[config.mk]
export PLATFORM = sky130hd
export DESIGN_NAME = mci_delivery
export DESIGN_NICKNAME = d
export VERILOG_FILES = /design/src/mci_pkg.sv /design/src/mci_delivery.sv
export SDC_FILE = /design/constraint.sdc
export NUM_CORES = 2
export LEC_CHECK = 0
export ABC_AREA = 1
export BUFFER_PORTS_ARGS = -buffer_cell sky130_fd_sc_hd__clkbuf_2
export CAP_MARGIN = 20
export CORE_ASPECT_RATIO = 0.75
export CORE_UTILIZATION = 45
export CTS_CLUSTER_DIAMETER = 40
export DETAILED_ROUTE_END_ITERATION = 7
export PLACE_DENSITY = 0.67
export SYNTH_ARGS = -nofsm -noshare
export SYNTH_HDL_FRONTEND = slang
export SYNTH_SLANG_ARGS = --single-unit
[constraint.sdc]
create_clock -name i_clk_sys -period 60.7 [get_ports i_clk_sys]
set_clock_uncertainty 0.05 [all_clocks]
set_input_delay 9.105 -clock i_clk_sys [delete_from_list [all_inputs] [get_ports i_clk_sys]]
set_output_delay 9.105 -clock i_clk_sys [all_outputs]
set_load 0.005 [all_outputs]
[src/mci_pkg.sv]
// Shared constants for the two-processor interrupt delivery block.
// Assumes source numbering: externals first, then timers, cross-cpu channels, error.
package mci_pkg;
	localparam int NUM_CPU = 2;
	localparam int NUM_EXT = 16;
	localparam int NUM_TMR = 4;
	localparam int NUM_XCPU = 4;
	localparam int NUM_SRC = 25;
	localparam int TMR_IDX = 16;
	localparam int XCPU_IDX = 20;
	localparam int ERR_IDX = 24;
	localparam int PRIO_W = 4;
	localparam int VEC_W = 8;
	localparam int ID_W = 5;
	localparam int TMR_W = 16;
	localparam logic [PRIO_W-1:0] PRIO_MAX = 4'hf;
	localparam logic [2:0] PRESCALE_LAST = 3'h7; // Divide by eight
	localparam logic [VEC_W-1:0] VEC_RST = 8'h00;
	localparam logic [ID_W-1:0] ID_RST = 5'h00;
endpackage
[src/mci_delivery.sv]
// Priority, nesting and delivery logic of a two-processor interrupt unit.
// Assumes all inputs synchronous to i_clk_sys; configuration is held steady by software.
`timescale 1ns/10ps
`default_nettype none

module mci_delivery
	import mci_pkg::*;
#(
	parameter int TW = TMR_W
) (
	// Clock and reset
	input wire logic i_clk_sys,
	input wire logic i_rst_n,
	// Global control
	input wire logic i_controller_route_enable,
	input wire logic i_pass_through,
	input wire logic i_tie_sel,
	input wire logic [VEC_W-1:0] i_spurious_vec,
	// Per-source vector-priority and destination settings
	input wire logic [NUM_SRC*PRIO_W-1:0] i_src_prio,
	input wire logic [NUM_SRC*VEC_W-1:0] i_src_vec,
	input wire logic [NUM_SRC-1:0] i_src_mask,
	input wire logic [NUM_SRC*NUM_CPU-1:0] i_src_dest,
	// External sources
	input wire logic [NUM_EXT-1:0] i_ext_req,
	input wire logic [NUM_EXT-1:0] i_ext_sense,
	input wire logic [NUM_EXT-1:0] i_ext_pol,
	// Error sources, active low
	input wire logic i_host_bridge_err_n,
	input wire logic i_memory_controller_err_n,
	// Processor side
	input wire logic [PRIO_W-1:0] i_task_prio0,
	input wire logic [PRIO_W-1:0] i_task_prio1,
	input wire logic [NUM_CPU-1:0] i_ack,
	input wire logic [NUM_CPU-1:0] i_end_of_service_command,
	input wire logic [NUM_XCPU-1:0] i_cross_cpu_interrupt,
	// Timers
	input wire logic i_pci_clk,
	input wire logic [NUM_TMR*TW-1:0] i_tmr_base,
	input wire logic [NUM_TMR-1:0] i_tmr_load,
	// Outputs
	output logic [NUM_CPU-1:0] o_irq,
	output logic [VEC_W-1:0] o_ack_vec0,
	output logic [VEC_W-1:0] o_ack_vec1,
	output logic [NUM_CPU-1:0] o_ack_spur,
	output logic o_err_n,
	output logic [NUM_TMR*TW-1:0] o_tmr_count
);

	// Highest-priority requester; lowest index wins ties
	function automatic logic [ID_W-1:0] pick_src(input logic [NUM_SRC-1:0] req,
			input logic [NUM_SRC*PRIO_W-1:0] prio);
		logic [PRIO_W-1:0] best;
		logic [ID_W-1:0] id;
		best = '0;
		id = ID_RST;
		for (int s = NUM_SRC - 1; s >= 0; s--) begin
			if (req[s] && prio[s*PRIO_W +: PRIO_W] >= best) begin
				best = prio[s*PRIO_W +: PRIO_W];
				id = ID_W'(s);
			end
		end
		return id;
	endfunction

	// Highest in-service priority level, zero when idle
	function automatic logic [PRIO_W-1:0] top_level(input logic [15:0] lv);
		logic [PRIO_W-1:0] t;
		t = '0;
		for (int p = 1; p < 16; p++) begin
			if (lv[p]) begin
				t = PRIO_W'(p);
			end
		end
		return t;
	endfunction

	logic [NUM_EXT-1:0] ext_act;
	logic [NUM_EXT-1:0] ext_prev_reg;
	logic err_act;
	logic [NUM_SRC-1:0] pend_dist_reg;
	logic [NUM_SRC-1:0] pend_dir_reg [NUM_CPU];
	logic [NUM_SRC-1:0] req [NUM_CPU];
	logic [NUM_SRC-1:0] ack_hit [NUM_CPU];
	logic [PRIO_W-1:0] task_prio [NUM_CPU];
	logic dist_win;
	logic pt_active;
	logic [ID_W-1:0] sel_id [NUM_CPU];
	logic [ID_W-1:0] irr_id_reg [NUM_CPU];
	logic [NUM_CPU-1:0] irr_ok_reg;
	logic [PRIO_W-1:0] irr_prio [NUM_CPU];
	logic [PRIO_W-1:0] isr_max [NUM_CPU];
	logic [NUM_CPU-1:0] ack_ok;
	logic [NUM_CPU-1:0] deliver;
	logic [15:0] isr_lv_reg [NUM_CPU];
	logic [NUM_SRC-1:0] isr_src_reg [NUM_CPU];
	logic [ID_W-1:0] isr_id_reg [NUM_CPU][16];
	logic pci_prev_reg;
	logic [2:0] pre_cnt_reg;
	logic tick_reg;
	logic [TW-1:0] tmr_cnt_reg [NUM_TMR];
	logic [NUM_TMR-1:0] tmr_evt_reg;
	logic [NUM_CPU-1:0] irq_reg;
	logic [VEC_W-1:0] ack_vec_reg [NUM_CPU];
	logic [NUM_CPU-1:0] spur_reg;
	logic err_n_reg;

	// Source qualification and per-processor request vectors
	always_comb begin
		ext_act = ~(i_ext_req ^ i_ext_pol); // Polarity 1 means active high
		err_act = ~(i_host_bridge_err_n & i_memory_controller_err_n);
		task_prio[0] = i_task_prio0;
		task_prio[1] = i_task_prio1;
		pt_active = i_controller_route_enable & i_pass_through;
		// Lower task wins, tie bit breaks equality: set gives processor 1, clear gives processor 0
		dist_win = (task_prio[0] == task_prio[1]) ? i_tie_sel
			: (task_prio[1] < task_prio[0]);
		for (int c = 0; c < NUM_CPU; c++) begin
			for (int s = 0; s < NUM_SRC; s++) begin
				if ((s < TMR_IDX) || (s == ERR_IDX)) begin
					req[c][s] = pend_dist_reg[s] & i_src_dest[s*NUM_CPU+c]
						& ~isr_src_reg[1-c][s]
						& ~(i_src_dest[s*NUM_CPU] & i_src_dest[s*NUM_CPU+1]
						& (dist_win != c[0]));
				end else begin
					req[c][s] = pend_dir_reg[c][s];
				end
				// Masked conditions stay pending but do not request
				req[c][s] = req[c][s] & ~i_src_mask[s]
					& ~(pt_active && s == 0)
					& (i_src_prio[s*PRIO_W +: PRIO_W] != '0);
			end
			sel_id[c] = pick_src(req[c], i_src_prio);
			irr_prio[c] = i_src_prio[irr_id_reg[c]*PRIO_W +: PRIO_W];
			isr_max[c] = top_level(isr_lv_reg[c]);
			// Request may vanish after the pin rose; then the answer is spurious
			ack_ok[c] = irr_ok_reg[c] & req[c][irr_id_reg[c]];
			deliver[c] = ack_ok[c] & (irr_prio[c] > task_prio[c])
				& (irr_prio[c] > isr_max[c]);
			ack_hit[c] = (i_ack[c] && ack_ok[c]) ? (NUM_SRC'(1) << irr_id_reg[c]) : '0;
		end
	end

	// Distributed pending bits: level follows input, edge set wins over clear
	always_ff @(posedge i_clk_sys) begin
		if (!i_rst_n) begin
			ext_prev_reg <= ext_act; // Current level, so release shows no false edge
			pend_dist_reg <= '0;
		end else begin
			ext_prev_reg <= ext_act;
			for (int s = 0; s < NUM_EXT; s++) begin
				if (i_ext_sense[s]) begin
					pend_dist_reg[s] <= ext_act[s];
				end else if (ext_act[s] & ~ext_prev_reg[s]) begin
					pend_dist_reg[s] <= 1'b1;
				end else if (ack_hit[0][s] | ack_hit[1][s]) begin
					pend_dist_reg[s] <= 1'b0;
				end
			end
			pend_dist_reg[ERR_IDX] <= err_act;
		end
	end

	// Direct pending bits, one per processor; repeats merge into one bit
	always_ff @(posedge i_clk_sys) begin
		if (!i_rst_n) begin
			pend_dir_reg[0] <= '0;
			pend_dir_reg[1] <= '0;
		end else begin
			for (int c = 0; c < NUM_CPU; c++) begin
				for (int k = 0; k < NUM_XCPU; k++) begin
					if (i_cross_cpu_interrupt[k] && i_src_dest[(XCPU_IDX+k)*NUM_CPU+c]) begin
						pend_dir_reg[c][XCPU_IDX+k] <= 1'b1;
					end else if (ack_hit[c][XCPU_IDX+k]) begin
						pend_dir_reg[c][XCPU_IDX+k] <= 1'b0;
					end
				end
				for (int k = 0; k < NUM_TMR; k++) begin
					if (tmr_evt_reg[k] && i_src_dest[(TMR_IDX+k)*NUM_CPU+c]) begin
						pend_dir_reg[c][TMR_IDX+k] <= 1'b1;
					end else if (ack_hit[c][TMR_IDX+k]) begin
						pend_dir_reg[c][TMR_IDX+k] <= 1'b0;
					end
				end
			end
		end
	end

	// Request register: frozen on acknowledge so the vector cannot change
	always_ff @(posedge i_clk_sys) begin
		if (!i_rst_n) begin
			irr_ok_reg <= '0;
			irr_id_reg[0] <= ID_RST;
			irr_id_reg[1] <= ID_RST;
		end else begin
			for (int c = 0; c < NUM_CPU; c++) begin
				if (!i_ack[c]) begin
					irr_id_reg[c] <= sel_id[c];
					irr_ok_reg[c] <= |req[c];
				end
			end
		end
	end

	// In-service tracking; clear first so a same-cycle acknowledge still sets
	always_ff @(posedge i_clk_sys) begin
		if (!i_rst_n) begin
			for (int c = 0; c < NUM_CPU; c++) begin
				isr_lv_reg[c] <= '0;
				isr_src_reg[c] <= '0;
			end
		end else begin
			for (int c = 0; c < NUM_CPU; c++) begin
				if (i_end_of_service_command[c] && isr_max[c] != '0) begin
					isr_lv_reg[c][isr_max[c]] <= 1'b0;
					isr_src_reg[c][isr_id_reg[c][isr_max[c]]] <= 1'b0;
				end
				if (i_ack[c] && ack_ok[c]) begin
					isr_lv_reg[c][irr_prio[c]] <= 1'b1;
					isr_src_reg[c][irr_id_reg[c]] <= 1'b1;
					isr_id_reg[c][irr_prio[c]] <= irr_id_reg[c];
				end
			end
		end
	end

	// Acknowledge answer; legacy second fetch never reaches this block
	always_ff @(posedge i_clk_sys) begin
		if (!i_rst_n) begin
			ack_vec_reg[0] <= VEC_RST;
			ack_vec_reg[1] <= VEC_RST;
			spur_reg <= '0;
		end else begin
			for (int c = 0; c < NUM_CPU; c++) begin
				if (i_ack[c]) begin
					spur_reg[c] <= ~ack_ok[c];
					ack_vec_reg[c] <= ack_ok[c] ? i_src_vec[irr_id_reg[c]*VEC_W +: VEC_W]
						: i_spurious_vec;
				end
			end
		end
	end

	// Request pins and external error signal
	always_ff @(posedge i_clk_sys) begin
		if (!i_rst_n) begin
			irq_reg <= '0;
			err_n_reg <= 1'b1;
		end else begin
			if (!i_controller_route_enable) begin
				irq_reg <= {1'b0, err_act};
			end else begin
				irq_reg <= {deliver[1], deliver[0] | (pt_active & ext_act[0])};
			end
			err_n_reg <= ~err_act;
		end
	end

	// Prescaler: one tick every eighth rising PCI clock edge
	always_ff @(posedge i_clk_sys) begin
		if (!i_rst_n) begin
			pci_prev_reg <= i_pci_clk; // No false rise right after reset
			pre_cnt_reg <= '0;
			tick_reg <= 1'b0;
		end else begin
			pci_prev_reg <= i_pci_clk;
			tick_reg <= 1'b0;
			if (i_pci_clk & ~pci_prev_reg) begin
				pre_cnt_reg <= pre_cnt_reg + 3'h1;
				tick_reg <= (pre_cnt_reg == PRESCALE_LAST);
			end
		end
	end

	// Timers: base count zero keeps a timer silent after reset
	always_ff @(posedge i_clk_sys) begin
		if (!i_rst_n) begin
			tmr_evt_reg <= '0;
			for (int k = 0; k < NUM_TMR; k++) begin
				tmr_cnt_reg[k] <= '0;
			end
		end else begin
			for (int k = 0; k < NUM_TMR; k++) begin
				tmr_evt_reg[k] <= 1'b0;
				if (i_tmr_load[k]) begin
					tmr_cnt_reg[k] <= i_tmr_base[k*TW +: TW];
				end else if (tick_reg) begin
					if (tmr_cnt_reg[k] == '0) begin
						tmr_cnt_reg[k] <= i_tmr_base[k*TW +: TW];
					end else begin
						tmr_cnt_reg[k] <= tmr_cnt_reg[k] - TW'(1);
						tmr_evt_reg[k] <= (tmr_cnt_reg[k] == TW'(1));
					end
				end
			end
		end
	end

	// Output wiring, all from flip-flops
	assign o_irq = irq_reg;
	assign o_ack_vec0 = ack_vec_reg[0];
	assign o_ack_vec1 = ack_vec_reg[1];
	assign o_ack_spur = spur_reg;
	assign o_err_n = err_n_reg;
	assign o_tmr_count = {tmr_cnt_reg[3], tmr_cnt_reg[2], tmr_cnt_reg[1], tmr_cnt_reg[0]};
endmodule // mci_delivery

`default_nettype wire

==> flow_results.org <==
** Final layout
- Final Cell Area :: roughly 38000 sq um
- Relative to the synthesized area, the layout overhead comes to 18.8%.
- Fraction of layout instances using a drive strength above 1 :: between 20% and 30%
- The register with the most flip-flops in the layout has 160 of them.
- After the last flow step, the layout net total stands at 5672.
- Number of inserted filler cells in the final layout :: 6950

** Placement
- At the placement stage, the worst setup path has a slack of around 23 ns.
- Once placement finished, the instance area stood at 35900 sq um.
- Buffers placed on the I/O ports in this run total 607.
- DP HPWL :: 114000 um
- RD Place Congestion :: 1.07

** Logic synthesis
- Async set-reset flop share out of synthesis :: 0%
- Top cells by count, synth :: 919 x sky130_fd_sc_hd__nand2_1, 662 x sky130_fd_sc_hd__inv_1, 405 x sky130_fd_sc_hd__nand3_1
- Total number of yosys warnings :: 0
- Area share of the largest cell type after synthesis :: approximately 28%
- Sequential share of the synthesized area :: 33.1%
- The netlist uses 66 different library cells.
- In this run, synthesis inferred 297 flip-flops with an integrated enable.
- In the synthesized netlist the dominant register cell turns out to be sky130_fd_sc_hd__edfxtp_1.
- Yosys instantiated no cell more often than sky130_fd_sc_hd__nand2_1.
- After synthesis the netlist holds a flip-flop and latch count of 379.
- Ranking of synthesized cells by area :: sky130_fd_sc_hd__edfxtp_1 28%, sky130_fd_sc_hd__nand2_1 11%, sky130_fd_sc_hd__inv_1 7.8%
- Counting every instance in the synthesized netlist gives roughly 4400.
- Post-synth top area cell :: sky130_fd_sc_hd__edfxtp_1
- After synthesis the cells add up to 31900 sq um.
- Averaged over all synthesized cells, the footprint is about 7.2 sq um.

** Power
- Leakage component of the power :: 0.0179 uW
- For this design the ratio of total power to cell area is between 30 and 40 nW/um^2.
- Peak supply drop :: 0.0260 mV

** Timing
- Number of failing setup endpoints in the final timing report :: 0
- Setup repair after global routing left no endpoint under its margin.
- For the pin with the worst max-slew slack, the measured transition is 1.27 ns.
- The worst path uses 61.6% of the clock period.
- Smallest setup slack after layout :: 23.29 ns
- Fin. Hold Viols :: 0
- Counting I/O delays and the setup requirement, the final critical path takes 37.41 ns.
- The worst pin sits at a relative slew slack of about 14%.
- The number of pins exceeding their max-slew limit in the final report is 0.
- Setup Total Neg Slack :: 0 ns
- Maximum clock frequency :: 0.0267 GHz

** Die
- The initial utilization of the core area, before any placement, comes to 45.5%.
- 608 I/O pins were placed.
- The die covers 72000 sq um.
- In this run the core area contains 84 standard-cell rows.
- Core outline area :: roughly 70000 sq um
- Die height :: 233 um
- Horizontal die dimension :: 310 um

** Drt
- 1st-iter DRT viols :: 5056
- In this run the remaining antenna-violating nets after routing total 0.
- Post-Route WL :: 146000 um
- Average wire per cell in the routed design :: approximately 24 um
- Number of vias per cell after detailed routing :: 6.02
- DRC :: 0
- For this block, the via count after detailed routing is approximately 36000.
- Number of iterations in the first detailed-routing pass :: 6

** Min path
- The worst hold path was traced through 2 stages.
- The path class of the tightest hold or removal check is flop to flop.

** Clock tree
- The clock drives around 380 sinks.
- Clock tree synthesis selected as its root buffer the cell sky130_fd_sc_hd__clkbuf_16.
- After clock tree synthesis, the clock-pin slew on the worst setup and hold paths is 0.06 ns.
- Number of buffers created by CTS :: 58
- The later pin in the worst-skew pair is clocked with a latency of 0.64 ns.
- The longest clock path from root to sink contains 3 buffers.
- Buffers inserted to repair hold after CTS numbered 0.
- Number of gates given a new drive strength after cts :: 0
- TritonCTS built the clock tree.
- The H-tree generated during clock tree synthesis spans 2 levels.
- Once the clock tree was built, the setup fixing pass inserted 0 buffers.

** Setup path
- Depth of the worst register-to-register path :: 224
- Kind of capture point of the worst setup path :: flop
- Worst EP required :: 61.10 ns
- Of all nets on the critical path, the largest fanout is 21.
- Crit-path max cell delay :: about 0.36 ns
- The worst setup path is launched from an input pin.
- CP max stage cell :: sky130_fd_sc_hd__nand2_2
- Type of the worst setup path :: input pin to flop
- CP most frequent cell :: sky130_fd_sc_hd__nand2_1
- Worst path arrival time :: 37.81 ns

** Status
- Outcome :: completed

** GRT
- Aggregate global-route resource usage :: 39.7%
- Pin count of the biggest net entering global routing :: 57
- Initial antenna violation count :: 18
- Summed over all layers, the global routing overflow is 0.
- Via count of the first global-routing pass :: 33700
- Wire length of the first global-routing pass :: ~210000 um

** Run
- Maximum Capacitance Violations :: 0
report_power, final:
group	total (uW)	internal [uW]	switching, uW	leakage, uW
Sequential	313	301	12.7	0.00358
Clock	342	202	140	0.000961
Combinational	528	166	361	0.0134
Total	1180	669	514	0.0179
layer usage:
layer  up-vias  wire length, um  track usage [%]
li1      16600                -                -
met4         6             8590             21.5
met2      2414            59600             56.9
met3       444            19300             11.2
met1     16700            58700             53.7
met5         -               46                0
cells by family after synthesis:
| kind of cell | after synthesis | share of synthesized area (%) |
|---|---|---|
| xor gates and xnor gates | 50 | 1.37 |
| adders and majority gates | 145 | 5.68 |
| buffers and inverters | 845 | 10.9 |
| DFF | 379 | 33.1 |
| and+or+nand+nor | 2051 | 30.1 |
| other | 1 | 0.0117 |
| AOI/OAI and AO/OA | 954 | 18.9 |
layout by cell type (no fill, tap or decap), drive strengths merged, types with 10 or more instances in the layout:
cell | netlist | routed
nand2 | 1093 | 1093
a22o | 12 | 12
nor4 | 48 | 48
clkinv | 12 | 27
nor2 | 315 | 315
o22ai | 190 | 190
xnor2 | 30 | 30
o21ai | 323 | 323
ha | 145 | 145
o211ai | 34 | 34
inv | 676 | 693
xor2 | 20 | 20
a2111oi | 11 | 11
a21oi | 127 | 127
a22oi | 21 | 21
conb | 1 | 10
a31oi | 39 | 39
nand3 | 441 | 441
nor3 | 44 | 44
o2111ai | 12 | 12
nand4 | 88 | 88
dfxtp | 82 | 82
buf | 32 | 60
edfxtp | 297 | 297
diode | 0 | 13
o311ai | 30 | 30
clkbuf | 117 | 671
a221oi | 103 | 103
stage by stage:
stage / instances / util [%] / total power (uW) / hold slack [ns]
after floorplan: 4434 / - / 652 / 0.375
after global placement: 5889 / 51.2 / 821 / 0.404
after CTS: 5998 / 54.0 / 1160 / 0.431
after detailed placement: 5889 / 51.2 / 824 / 0.424
after global routing: 6009 / 54.1 / 1240 / 0.451
final: 6012 / 54.1 / 1180 / 0.432
final cells by class:
| cell class | count | area, sq um | share of cell area (%) |
|---|---|---|---|
| sequential | 379 | 10600 | 27.9 |
| tap | 946 | 1180 | 3.12 |
| multi-input combinational | 3210 | 18000 | 47.5 |
| inverter | 689 | 2620 | 6.90 |
| clock inverter | 44 | 478 | 1.26 |
| antenna | 13 | 32.5 | 0.0858 |
| timing repair buffer | 666 | 3500 | 9.24 |
| clock buffer | 65 | 1520 | 4.00 |
critical path: cells and delay by family:
| kind | cells | cell delay (ns) |
|---|---|---|
| buf+inv | 11 | 0.94 |
| fa+ha+maj | 25 | 7.36 |
| compound gates | 39 | 6.22 |
| simple gates | 154 | 14.03 |
final timing paths:
check | startpoint | to | slack [ns]
worst min register to register | pre_cnt_reg[0] | pre_cnt_reg[0] | 0.43
worst max register to register | pend_dist_reg[24] | irr_id_reg[0][3] | 32.46
worst min-delay path | pre_cnt_reg[0] | pre_cnt_reg[0] | 0.43
worst max-delay path | i_task_prio0[3] | irr_id_reg[0][3] | 23.29
Note: power is estimated with default switching activity, not from simulation.
